### src/logic/port_pkg_end_marker_unused.sv
`timescale 1ns/100ps

### src/logic/port_pkg.sv
// Purpose: Shared constants for the port latch and change interrupt block.
// Assumes: Registers are 8 bits wide and addressed by an 8-bit offset.
// Notes:   Offsets, field positions and reset values live here only.
//
// Function
// [RQ1] Load capture register with whole port value when interrupt is raised, only then.
// [RQ2] Capture stays frozen until a read of capture or port register clears it.
// [RQ3] Each capture bit holds its pin level at interrupt time, one meaning high.
// [RQ4] Port register read returns present sampled pin levels, not the latch.
// [RQ5] Port register write is not stored itself; it updates the output latch.
// [RQ6] Output latch read returns the stored latch byte, not the pin levels.
// [RQ7] Latch writes change stored bits, which drive only pins set as outputs.
// [RQ8] Interrupt pin asserts whenever the internal logic flags an interrupt.
// [RQ9] A pin joins change detection only when its enable bit is set.
// [RQ10] Output pins never cause or influence the interrupt output.
// [RQ11] A raised interrupt stays until capture or port register is read.
// [RQ12] Master writes to capture or port register leave pending interrupt unchanged.
// [RQ13] While pending, new conditions raise nothing and do not overwrite capture.
// [RQ14] Previous-value mode fires when an enabled input leaves its reference level.
// [RQ15] Previous-value mode replaces the reference with the new level after interrupt.
// [RQ16] Compare mode fires whenever an enabled input differs from its compare bit.
// [RQ17] Compare-mode condition persists while mismatch remains, even after clearing read.
// [RQ18] Interrupt driver is open-drain or push-pull with selectable active level.
// [RQ19] Compare-select one compares to compare bit; zero compares to previous value.
// [RQ20] Open-drain bit 2 set makes interrupt open-drain and ignores polarity.
// [RQ21] Push-pull polarity bit 1: one active-high, zero active-low.
// [RQ22] Read-only flag register marks enabled pins with a condition, even after capture.
// [RQ23] Input pin levels are synchronised before detection or capture.

package port_pkg;

    // ************************************************************
    // Widths.
    // ************************************************************
    localparam int unsigned PORT_W = 8;
    localparam int unsigned ADDR_W = 8;

    // ************************************************************
    // Register offsets.
    // ************************************************************
    localparam logic [7:0] OFS_DIRECTION = 8'h00;
    localparam logic [7:0] OFS_IRQ_EN    = 8'h02;
    localparam logic [7:0] OFS_CMP_BITS  = 8'h03;
    localparam logic [7:0] OFS_CMP_SEL   = 8'h04;
    localparam logic [7:0] OFS_CONFIG    = 8'h05;
    localparam logic [7:0] OFS_PULLUP    = 8'h06;
    localparam logic [7:0] OFS_FLAGS     = 8'h07;
    localparam logic [7:0] OFS_CAPTURE   = 8'h08;
    localparam logic [7:0] OFS_PORT      = 8'h09;
    localparam logic [7:0] OFS_LATCH     = 8'h0a;

    // ************************************************************
    // Configuration fields and reset values.
    // ************************************************************
    localparam int unsigned CFG_OPEN_DRAIN = 2;
    localparam int unsigned CFG_POLARITY   = 1;
    localparam logic [7:0]  CFG_MASK       = 8'h3e;
    localparam logic [7:0]  RST_DIRECTION  = 8'hff;
    localparam logic [7:0]  RST_ZERO       = 8'h00;

    // Interrupt state, one-hot.
    typedef enum logic [1:0] {
        IRQ_IDLE    = 2'b01,
        IRQ_PENDING = 2'b10
    } irq_state_t;

endpackage : port_pkg

### src/logic/port_irq_core.sv
// Purpose: 8-bit port with output latch, change detection and interrupt capture.
// Assumes: A serial front end on this clock presents single-cycle register
//          read and write strobes with an offset and a data byte.
// Notes:   Read data appears one cycle after the read strobe.
`timescale 1ns/100ps
`default_nettype none

module port_irq_core (
    // Clock and reset.
    input  wire logic       clk_sys_i,
    input  wire logic       sys_rst_i,
    // Register port from the serial front end.
    input  wire logic [7:0] reg_addr_i,
    input  wire logic       reg_wr_i,
    input  wire logic       reg_rd_i,
    input  wire logic [7:0] reg_wdata_i,
    output logic      [7:0] reg_rdata_o,
    // Port pins, split into level, drive and enable.
    input  wire logic [7:0] pin_in_i,
    output logic      [7:0] pin_out_o,
    output logic      [7:0] pin_oe_o,
    output logic      [7:0] pullup_en_o,
    // Interrupt pin.
    output logic            irq_out_o,
    output logic            irq_oe_o
);

    // ************************************************************
    // Storage.
    // ************************************************************
    logic [7:0]           direction_q;
    logic [7:0]           pin_irq_enable_q;
    logic [7:0]           compare_bits_q;
    logic [7:0]           compare_select_q;
    logic [7:0]           device_config_q;
    logic [7:0]           pullup_q;
    logic [7:0]           irq_flags_q;
    logic [7:0]           capture_reg_q;
    logic [7:0]           latch_reg_q;
    logic [7:0]           ref_level_q;
    port_pkg::irq_state_t state_q;
    logic [7:0]           pin_sync;
    logic [7:0]           cond;
    logic                 pending;
    logic                 clr_read;
    logic                 fire;
    logic                 open_drain_sel;
    logic                 irq_polarity;

    // Offset match; used by every decode below.
    function automatic logic hit(input logic [7:0] a, input logic [7:0] ofs);
        hit = (a == ofs);
    endfunction : hit

    // ************************************************************
    // Pin sampling.
    // ************************************************************

    // Pins are asynchronous, so detection sees only resynchronised levels.
    pin_sync #(
        .W         (port_pkg::PORT_W)
    ) u_sync (
        .clk_sys_i (clk_sys_i),
        .sys_rst_i (sys_rst_i),
        .async_i   (pin_in_i),
        .sync_o    (pin_sync)                                   // [RQ23]
    );

    // ************************************************************
    // Configuration registers.
    // ************************************************************

    // Plain read-write settings; config bits 0, 6 and 7 are masked off.
    always_ff @(posedge clk_sys_i) begin
        if (sys_rst_i) begin
            direction_q      <= port_pkg::RST_DIRECTION;
            pin_irq_enable_q <= port_pkg::RST_ZERO;
            compare_bits_q   <= port_pkg::RST_ZERO;
            compare_select_q <= port_pkg::RST_ZERO;
            device_config_q  <= port_pkg::RST_ZERO;
            pullup_q         <= port_pkg::RST_ZERO;
        end else if (reg_wr_i) begin
            if (hit(reg_addr_i, port_pkg::OFS_DIRECTION)) begin
                direction_q <= reg_wdata_i;
            end else if (hit(reg_addr_i, port_pkg::OFS_IRQ_EN)) begin
                pin_irq_enable_q <= reg_wdata_i;
            end else if (hit(reg_addr_i, port_pkg::OFS_CMP_BITS)) begin
                compare_bits_q <= reg_wdata_i;
            end else if (hit(reg_addr_i, port_pkg::OFS_CMP_SEL)) begin
                compare_select_q <= reg_wdata_i;
            end else if (hit(reg_addr_i, port_pkg::OFS_CONFIG)) begin
                device_config_q <= reg_wdata_i & port_pkg::CFG_MASK;
            end else if (hit(reg_addr_i, port_pkg::OFS_PULLUP)) begin
                pullup_q <= reg_wdata_i;
            end
        end
    end

    // ************************************************************
    // Output latch.
    // ************************************************************

    // Port and latch offsets share one store; there is no port copy.
    always_ff @(posedge clk_sys_i) begin
        if (sys_rst_i) begin
            latch_reg_q <= port_pkg::RST_ZERO;
        end else if (reg_wr_i && (hit(reg_addr_i, port_pkg::OFS_PORT) ||
                                  hit(reg_addr_i, port_pkg::OFS_LATCH))) begin
            latch_reg_q <= reg_wdata_i;                         // [RQ5] [RQ7]
        end
    end

    // Latch drives only pins whose direction bit is zero.
    assign pin_out_o   = latch_reg_q;
    assign pin_oe_o    = ~direction_q;                          // [RQ7]
    assign pullup_en_o = pullup_q & direction_q;

    // ************************************************************
    // Change detection.
    // ************************************************************

    // Per pin: enabled input only, compared against a bit or the reference.
    for (genvar g = 0; g < 8; g++) begin : g_cond
        always_comb begin
            cond[g] = pin_irq_enable_q[g] & direction_q[g] &     // [RQ9] [RQ10]
                      (compare_select_q[g] ?                    // [RQ19]
                       (pin_sync[g] != compare_bits_q[g]) :     // [RQ16]
                       (pin_sync[g] != ref_level_q[g]));        // [RQ14]
        end
    end

    // A read of capture or port clears; writes there clear nothing.
    assign clr_read = reg_rd_i && (hit(reg_addr_i, port_pkg::OFS_CAPTURE) ||
                                   hit(reg_addr_i, port_pkg::OFS_PORT)); // [RQ12]
    assign pending  = (state_q == port_pkg::IRQ_PENDING);

    // New event wins over a clearing read in the same cycle, so a
    // persisting compare mismatch re-raises at once.
    assign fire = (|cond) && (!pending || clr_read);           // [RQ13] [RQ17]

    // Reference follows the pin unless a pending event holds it, and is
    // reloaded with the new level when an interrupt fires.
    always_ff @(posedge clk_sys_i) begin
        if (sys_rst_i) begin
            ref_level_q <= port_pkg::RST_ZERO;
        end else if (fire) begin
            ref_level_q <= pin_sync;                            // [RQ15]
        end else if (!pending) begin
            ref_level_q <= pin_sync;
        end
    end

    // ************************************************************
    // Interrupt state and capture.
    // ************************************************************

    always_ff @(posedge clk_sys_i) begin
        if (sys_rst_i) begin
            state_q <= port_pkg::IRQ_IDLE;
        end else begin
            case (state_q)
                port_pkg::IRQ_IDLE: begin
                    if (fire) begin
                        state_q <= port_pkg::IRQ_PENDING;
                    end
                end
                port_pkg::IRQ_PENDING: begin
                    if (clr_read && !fire) begin
                        state_q <= port_pkg::IRQ_IDLE;          // [RQ11]
                    end
                end
                default: begin
                    state_q <= port_pkg::IRQ_IDLE;
                end
            endcase
        end
    end

    // Whole port is snapshotted only on the raising event.
    always_ff @(posedge clk_sys_i) begin
        if (sys_rst_i) begin
            capture_reg_q <= port_pkg::RST_ZERO;
        end else if (fire) begin
            capture_reg_q <= pin_sync;                          // [RQ1] [RQ2] [RQ3]
        end
    end

    // Flags keep collecting conditions while capture is frozen.
    always_ff @(posedge clk_sys_i) begin
        if (sys_rst_i) begin
            irq_flags_q <= port_pkg::RST_ZERO;
        end else if (clr_read) begin
            irq_flags_q <= cond;                                // [RQ22]
        end else begin
            irq_flags_q <= irq_flags_q | cond;                  // [RQ22]
        end
    end

    // ************************************************************
    // Interrupt pin driver.
    // ************************************************************

    // Open drain pulls low only while pending; push-pull always drives.
    assign open_drain_sel = device_config_q[port_pkg::CFG_OPEN_DRAIN];
    assign irq_polarity   = device_config_q[port_pkg::CFG_POLARITY];

    always_comb begin
        if (open_drain_sel) begin
            irq_out_o = 1'b0;                                   // [RQ20]
            irq_oe_o  = pending;                                // [RQ8]
        end else begin
            irq_out_o = irq_polarity ? pending : !pending;      // [RQ21] [RQ18]
            irq_oe_o  = 1'b1;
        end
    end

    // ************************************************************
    // Read data.
    // ************************************************************

    // Unmapped offsets read zero. Port reads live pins, latch the store.
    always_ff @(posedge clk_sys_i) begin
        if (sys_rst_i) begin
            reg_rdata_o <= port_pkg::RST_ZERO;
        end else if (reg_rd_i) begin
            if (hit(reg_addr_i, port_pkg::OFS_DIRECTION)) begin
                reg_rdata_o <= direction_q;
            end else if (hit(reg_addr_i, port_pkg::OFS_IRQ_EN)) begin
                reg_rdata_o <= pin_irq_enable_q;
            end else if (hit(reg_addr_i, port_pkg::OFS_CMP_BITS)) begin
                reg_rdata_o <= compare_bits_q;
            end else if (hit(reg_addr_i, port_pkg::OFS_CMP_SEL)) begin
                reg_rdata_o <= compare_select_q;
            end else if (hit(reg_addr_i, port_pkg::OFS_CONFIG)) begin
                reg_rdata_o <= device_config_q;
            end else if (hit(reg_addr_i, port_pkg::OFS_PULLUP)) begin
                reg_rdata_o <= pullup_q;
            end else if (hit(reg_addr_i, port_pkg::OFS_FLAGS)) begin
                reg_rdata_o <= irq_flags_q;
            end else if (hit(reg_addr_i, port_pkg::OFS_CAPTURE)) begin
                reg_rdata_o <= capture_reg_q;
            end else if (hit(reg_addr_i, port_pkg::OFS_PORT)) begin
                reg_rdata_o <= pin_sync;                        // [RQ4]
            end else if (hit(reg_addr_i, port_pkg::OFS_LATCH)) begin
                reg_rdata_o <= latch_reg_q;                     // [RQ6]
            end else begin
                reg_rdata_o <= port_pkg::RST_ZERO;
            end
        end
    end
endmodule : port_irq_core
`default_nettype wire

### src/logic/pin_sync.sv
// Purpose: Two-flop synchroniser for a bank of asynchronous pins.
// Assumes: Each bit is independent; no bus coherence is promised.
// Notes:   The first stage feeds only the second stage.
`timescale 1ns/100ps
`default_nettype none

module pin_sync #(
    parameter int unsigned W = 8
) (
    // Clock and reset.
    input  wire logic         clk_sys_i,
    input  wire logic         sys_rst_i,
    // Pins in, synchronised levels out.
    input  wire logic [W-1:0] async_i,
    output logic      [W-1:0] sync_o
);

    logic [W-1:0] meta_q;

    // One pair of flops per bit; bits never mix before the second stage.
    for (genvar g = 0; g < W; g++) begin : g_bit
        always_ff @(posedge clk_sys_i) begin
            if (sys_rst_i) begin
                meta_q[g] <= 1'b0;
                sync_o[g] <= 1'b0;
            end else begin
                meta_q[g] <= async_i[g];
                sync_o[g] <= meta_q[g];
            end
        end
    end

endmodule : pin_sync
`default_nettype wire

### config.mk
export PLATFORM = sky130hd
export DESIGN_NAME = port_irq_core
export DESIGN_NICKNAME = d
export VERILOG_FILES = /design/src/logic/port_pkg_end_marker_unused.sv /design/src/logic/port_pkg.sv /design/src/logic/port_irq_core.sv /design/src/logic/pin_sync.sv
export SDC_FILE = /design/constraint.sdc
export NUM_CORES = 1
export LEC_CHECK = 0
export ABC_AREA = 1
export BUFFER_PORTS_ARGS = -buffer_cell sky130_fd_sc_hd__buf_2
export CAP_MARGIN = 25
export CORE_ASPECT_RATIO = 0.8
export CORE_UTILIZATION = 55
export DETAILED_ROUTE_END_ITERATION = 8
export PLACE_DENSITY = 0.76
export SYNTH_ARGS = -nofsm -noshare
export SYNTH_HDL_FRONTEND = slang
export SYNTH_SLANG_ARGS = --single-unit
### constraint.sdc
create_clock -name clk_sys_i -period 2.85 [get_ports clk_sys_i]
set_clock_uncertainty 0.1 [all_clocks]
set_input_delay 0.4275 -clock clk_sys_i [delete_from_list [all_inputs] [get_ports clk_sys_i]]
set_output_delay 0.4275 -clock clk_sys_i [all_outputs]
set_load 0.005 [all_outputs]
# Word level (Yosys, flattened, before mapping)
# Cells that the tools add are included.
dict set report op_classes {
  bitwise 24
  mux 27
  eq_ne 30
  reduce_logical 18
}
# operator n
set op_table {}
lappend op_table {{$mux W8} 13}
lappend op_table {{$eq A8 B3 Y1 const B} 4}
lappend op_table {{$eq A8 B4 Y1 const B} 3}
lappend op_table {{$and A1 B1 Y1} 16}
lappend op_table {{$eq A8 B2 Y1 const B} 2}
lappend op_table {{$ne A1 B1 Y1} 16}
lappend op_table {{$mux W1} 11}
lappend op_table {{$and A8 B8 Y8} 1}
lappend op_table {{$logic_not A8 Y1} 1}
lappend op_table {{$not A8 Y8} 1}
lappend op_table {{$or A8 B8 Y8} 1}
lappend op_table {{$reduce_or A8 Y1} 1}
lappend op_table {{$reduce_and A7 Y1} 1}
lappend op_table {{$reduce_and A6 Y1} 1}
lappend op_table {{$not A1 Y1} 5}
lappend op_table {{$reduce_and A5 Y1} 1}
lappend op_table {{$logic_and A1 B1 Y1} 4}
lappend op_table {{$mux W2} 2}
lappend op_table {{$ne A2 B1 Y1 const B} 2}
lappend op_table {{$pmux W2 S2} 1}
lappend op_table {{$reduce_and A2 Y1} 2}
lappend op_table {{$reduce_and A4 Y1} 1}
lappend op_table {{$logic_or A1 B1 Y1} 3}
lappend op_table {{$reduce_and A3 Y1} 1}
lappend op_table {{other kinds (4)} 5}
dict set report totals {
  register_bits 103
  word_cells 127
  out_inout_bits 34
}

# Logic depth before layout (Yosys ltp)
dict set report depth {
  word_depth 11
  mapped_depth 13
}

# Cells and area by module
# Synthesis repeated with hierarchy kept, for this count alone.
dict set report hier_totals {
  cells_unflattened 664
  hier_area_um2 4707.0
}
# mod instances area_each_um2 cells_per_inst seq_area_each_um2
set modules_own_cells {}
lappend modules_own_cells {port_irq_core 1 4232.8 614 1741.7}
lappend modules_own_cells {pin_sync 1 474.2 50 320.3}

# Worst setup path after synthesis
# OpenSTA, ideal clock, no wires.
dict set report synth_path {
  path_kind {reg2out}
  startpoint {register state_q[1]}
  endpoint {output irq_out_o}
  t_arrival_ps 1246
  path_stages_with_launch 7
  n_path_buf 2
  slack_ps 1077
  path_cell_list {dfxtp_1 -> inv_1 -> nor2_1 -> clkbuf_1 -> clkbuf_1 -> o21ai_0 -> a21oi_1}
}
dict set report synth_via {
  elab_chain_len 4
}
# item line
set synth_lines {}
lappend synth_lines {{start: declaration} port_irq_core.sv:41} ;# port_pkg::irq_state_t state_q;
lappend synth_lines {{start signal: assignment} port_irq_core.sv:159} ;# state_q <= port_pkg::IRQ_IDLE;
lappend synth_lines {{start signal: assignment} port_irq_core.sv:164} ;# state_q <= port_pkg::IRQ_PENDING;
lappend synth_lines {{start signal: assignment} port_irq_core.sv:169} ;# state_q <= port_pkg::IRQ_IDLE;
lappend synth_lines {{$eq A2 B2 Y1 (*)} port_irq_core.sv:135} ;# assign pending = (state_q == port_pkg::IRQ_PENDING);
lappend synth_lines {{$logic_not A1 Y1} port_irq_core.sv:212} ;# irq_out_o = irq_polarity ? pending : !pending;
lappend synth_lines {{$mux W1 (*)} port_irq_core.sv:212}
lappend synth_lines {{$mux W1 (*)} port_irq_core.sv:208} ;# if (open_drain_sel) begin
lappend synth_lines {{end: declaration} port_irq_core.sv:24} ;# output logic irq_out_o,
# Every way passes the cells marked *; elsewhere a longest branch is shown, timed or not.

# Final worst setup path
dict set report layout_path {
  startpoint {register compare_bits_q[7]}
  endpoint {register capture_reg_q[6]}
}
dict set report layout_via {
  elab_chain_len 5
}
# item line
set layout_lines {}
lappend layout_lines {{start: declaration} port_irq_core.sv:33} ;# logic [7:0] compare_bits_q;
lappend layout_lines {{start signal: assignment} port_irq_core.sv:78} ;# compare_bits_q <= port_pkg::RST_ZERO;
lappend layout_lines {{start signal: assignment} port_irq_core.sv:88} ;# compare_bits_q <= reg_wdata_i;
lappend layout_lines {{$ne A1 B1 Y1} port_irq_core.sv:127} ;# (pin_sync[g] != compare_bits_q[g]) :
lappend layout_lines {{$mux W1} port_irq_core.sv:126} ;# (compare_select_q[g] ?
lappend layout_lines {{$and A1 B1 Y1} port_irq_core.sv:125} ;# cond[g] = pin_irq_enable_q[g] & direction_q[g] &
lappend layout_lines {{$reduce_or A8 Y1} port_irq_core.sv:139} ;# assign fire = (|cond) && (!pending || clr_read);
lappend layout_lines {{$logic_and A1 B1 Y1} port_irq_core.sv:139}
lappend layout_lines {{end signal: assignment} port_irq_core.sv:182} ;# capture_reg_q <= port_pkg::RST_ZERO;
lappend layout_lines {{end signal: assignment} port_irq_core.sv:184} ;# capture_reg_q <= pin_sync;
lappend layout_lines {{end: declaration} port_irq_core.sv:38} ;# logic [7:0] capture_reg_q;
# No other way between the ends.
# A chain may end at the register's enable or synchronous reset.

==> results.yml <==
logic_synthesis:
  synth_area_leaders: "dfxtp_1 43%, nand2_1 12%, nor2_1 8.7%"
  yosysTopAreaCell: "dfxtp_1"
  postSynthNetCount: 744
  ys_ff_latch: 103
  ys_types: 26
  syn-cell-area_mm2: 0.00479
  avgSynthCellArea_um2: 6.69
  yosys_warnings: 0
  seq_area_frac_synth_pct: 43.0
  yosys.area.top_type_share_pct: 43.0
  synthCells: 716
place:
  dp_cells: 873
  portBuffers: 61
  gp_congestion: 0.887
  dp_hpwl_um: 9860
  placed_cell_area_mm2: 0.00520
layout:
  final_cells: 888
  final_common_cell: "nand2_1"
  final_nets: 800
  antenna_cells: 0
  areaGrowthSynthToFinish_pct: 13.2
  final_cell_mix: "148 x nand2_1, 111 x nor2_1, 103 x dfxtp_1"
  fin_area_mm2: 0.00543
  final_layout_size_suffix_gt1_share_pct: 13.5
  n_fill_cell: 814
pwr:
  peakVddDrop_mv: 0.445
  power.total_mw: 2.70
  p_per_area_mw_per_mm2: 498
  p_leak_nw: 2.47
clocking:
  clk_latency_ns: 0.37
  cts.path.max_buffers: 2
  postCtsResizedCells: 0
  cts_tree: "yes"
  numCtsBuffers: 9
  cts_hold_buf: 0
  clock_sinks: 103
  post-cts-setup-buffer-count: 0
  h-tree-depth: 3
  cts-root-buf: "clkbuf_8"
  clk_pin_slew_ns: 0.10
grt:
  grt_max_degree: 79
  grt_pass1_vias: 4230
  grtUsageTotal_pct: 30.5
  antenna_found_initial: 0
  grt-ovfl-total: 0
  grt_pass1_wl_um: 21100
setup_path:
  cp_max_fo: 25
  critPathLaunchType: "flip-flop"
  path_class: "reg2reg"
  cp.required_ns: 3.02
  reg2reg_depth: 11
  crit_path_end_kind: "flip-flop"
  crit_arrival_ns: 2.32
sta:
  fmax_ghz: 0.466
  rsz0062_at_grt: "false"
  worst_slew_pin_slew_ns: 0.598
  timing.final.crit_share_pct: 75.3
  slew_headroom_pct: 59.9
  hold_viol: 0
  fin_setup_tns_ns: 0
  maxSlewViolCount: 0
  final.min_clock_period_ns: 2.15
  finalSetupViolCount: 0
floorplanning:
  ios: 62
  design.die.area_mm2: 0.00909
  die_y_um: 85.5
  initial_core_util_pct: 56.5
  core-area_mm2: 0.00848
  std_cell_rows: 30
  die_w_um: 106
drt:
  dr.pass1.iters: 5
  ant_nets: 0
  vias_per_cell: 5.33
  drt-total-wl_um: 13200
  drc_errors: 0
  wl_per_cell_um: 14.9
  drt_iter0_drc: 328
  vias: 4733
min_path:
  hold_class: "in2reg"
  worstHoldPathCells: 3
flow_run:
  maxCapViolations: 0
run_status:
  outcome: "finished clean"
[per-stage QoR]
step           worst slack, ns  hold WS, ns  util [%]
2_1_floorplan             1.08        0.288         -
3_3_place_gp             0.574        0.291      61.4
3_5_place_dp             0.505        0.295      61.4
4_1_cts                  0.762        0.136      64.0
5_1_grt                  0.549        0.137      64.0
6_report                 0.704        0.145      64.0
[logic make-up (layout without fill, tap and decap cells)]
kind of cell	after synthesis	in the layout	share of synthesized area, %
AND/OR/NAND/NOR	349	349	31.7
AO/OA/AOI/OAI	134	134	14.8
buffers and inverters	130	190	10.5
flip-flops	103	103	43.0
[routing by layer]
metal / wire length (µm) / part of all wire, % / global-route usage [%] / up-vias
met5: 0 / 0 / 0 / -
met4: 266 / 2.0 / 9.85 / 0
met3: 1050 / 8.0 / 6.07 / 24
met2: 5890 / 45 / 47.9 / 176
met1: 6000 / 45 / 42.2 / 2152
li1: - / - / - / 2381
[critical path: stages, from the launching register on]
cell and delay [ns]:
dfxtp_1 0.39, nand2_1 0.12, nand2_1 0.08, nand2_1 0.04
nand3b_1 0.15, nand2_1 0.13, nor2_1 0.11, nand2_1 0.11
nand2_2 0.34, inv_1 0.26, nor2_1 0.14, nor2_1 0.06
[area by class of cell]
| cell class | instances | area, µm² | area share, % |
|---|---|---|---|
| multi-input cells | 483 | 2230 | 41.1 |
| flip-flops and latches | 103 | 2060 | 38.0 |
| inverters | 106 | 398 | 7.33 |
| repair buffers | 69 | 378 | 6.96 |
| clock buffers | 11 | 141 | 2.61 |
| well taps | 112 | 140 | 2.58 |
| clock inverters | 4 | 78.8 | 1.45 |
[synth_stat cells]
cell	n
o21ai_1	13
a21oi_1	56
o22ai_1	7
nand3_2	1
buf_4	1
clkinv_1	1
nand3b_1	13
or2_0	1
inv_2	5
nand4_1	5
nor2_1	111
nand2_2	5
o211ai_1	11
nand2_4	1
nor2_4	2
buf_2	8
nor3_2	2
nand3_1	50
dfxtp_1	103
inv_1	100
nand2_1	148
o21ai_0	47
nor3_1	4
nor2_2	5
clkbuf_1	15
nor3_4	1
[worst paths after layout]
| check | startpoint | endpoint | slack (ns) |
|---|---|---|---|
| worst min-delay path | pin_in_i[6] | u_sync.meta_q[6]$_SDFF_PP0_ | 0.14 |
| worst min register to register | u_sync.meta_q[0]$_SDFF_PP0_ | u_sync.sync_o[0]$_SDFF_PP0_ | 0.31 |
| worst max register to register | compare_bits_q[7]$_SDFFE_PP0P_ | capture_reg_q[6]$_SDFFE_PP0P_ | 0.70 |
| worst max-delay path | compare_bits_q[7]$_SDFFE_PP0P_ | capture_reg_q[6]$_SDFFE_PP0P_ | 0.70 |
[report_power, final]
| group | internal (mW) | total (mW) | switching (mW) |
|---|---|---|---|
| Combinational | 0.0643 | 0.189 | 0.125 |
| Clock | 0.521 | 1.03 | 0.506 |
| Sequential | 1.47 | 1.48 | 0.0174 |
| Total | 2.05 | 2.70 | 0.648 |
[registers in the layout (all words and copies together) (netlist names)]
register / cells
compare_select_q: 8
pin_out_o: 8
irq_flags_q: 8
ref_level_q: 8
pin_irq_enable_q: 8
direction_q: 8
state_q: 2
u_sync.meta_q: 8
u_sync.sync_o: 8
compare_bits_q: 8
pullup_q: 8
reg_rdata_o: 8
device_config_q: 5
capture_reg_q: 8
Note: power is estimated with default switching activity, not from simulation.
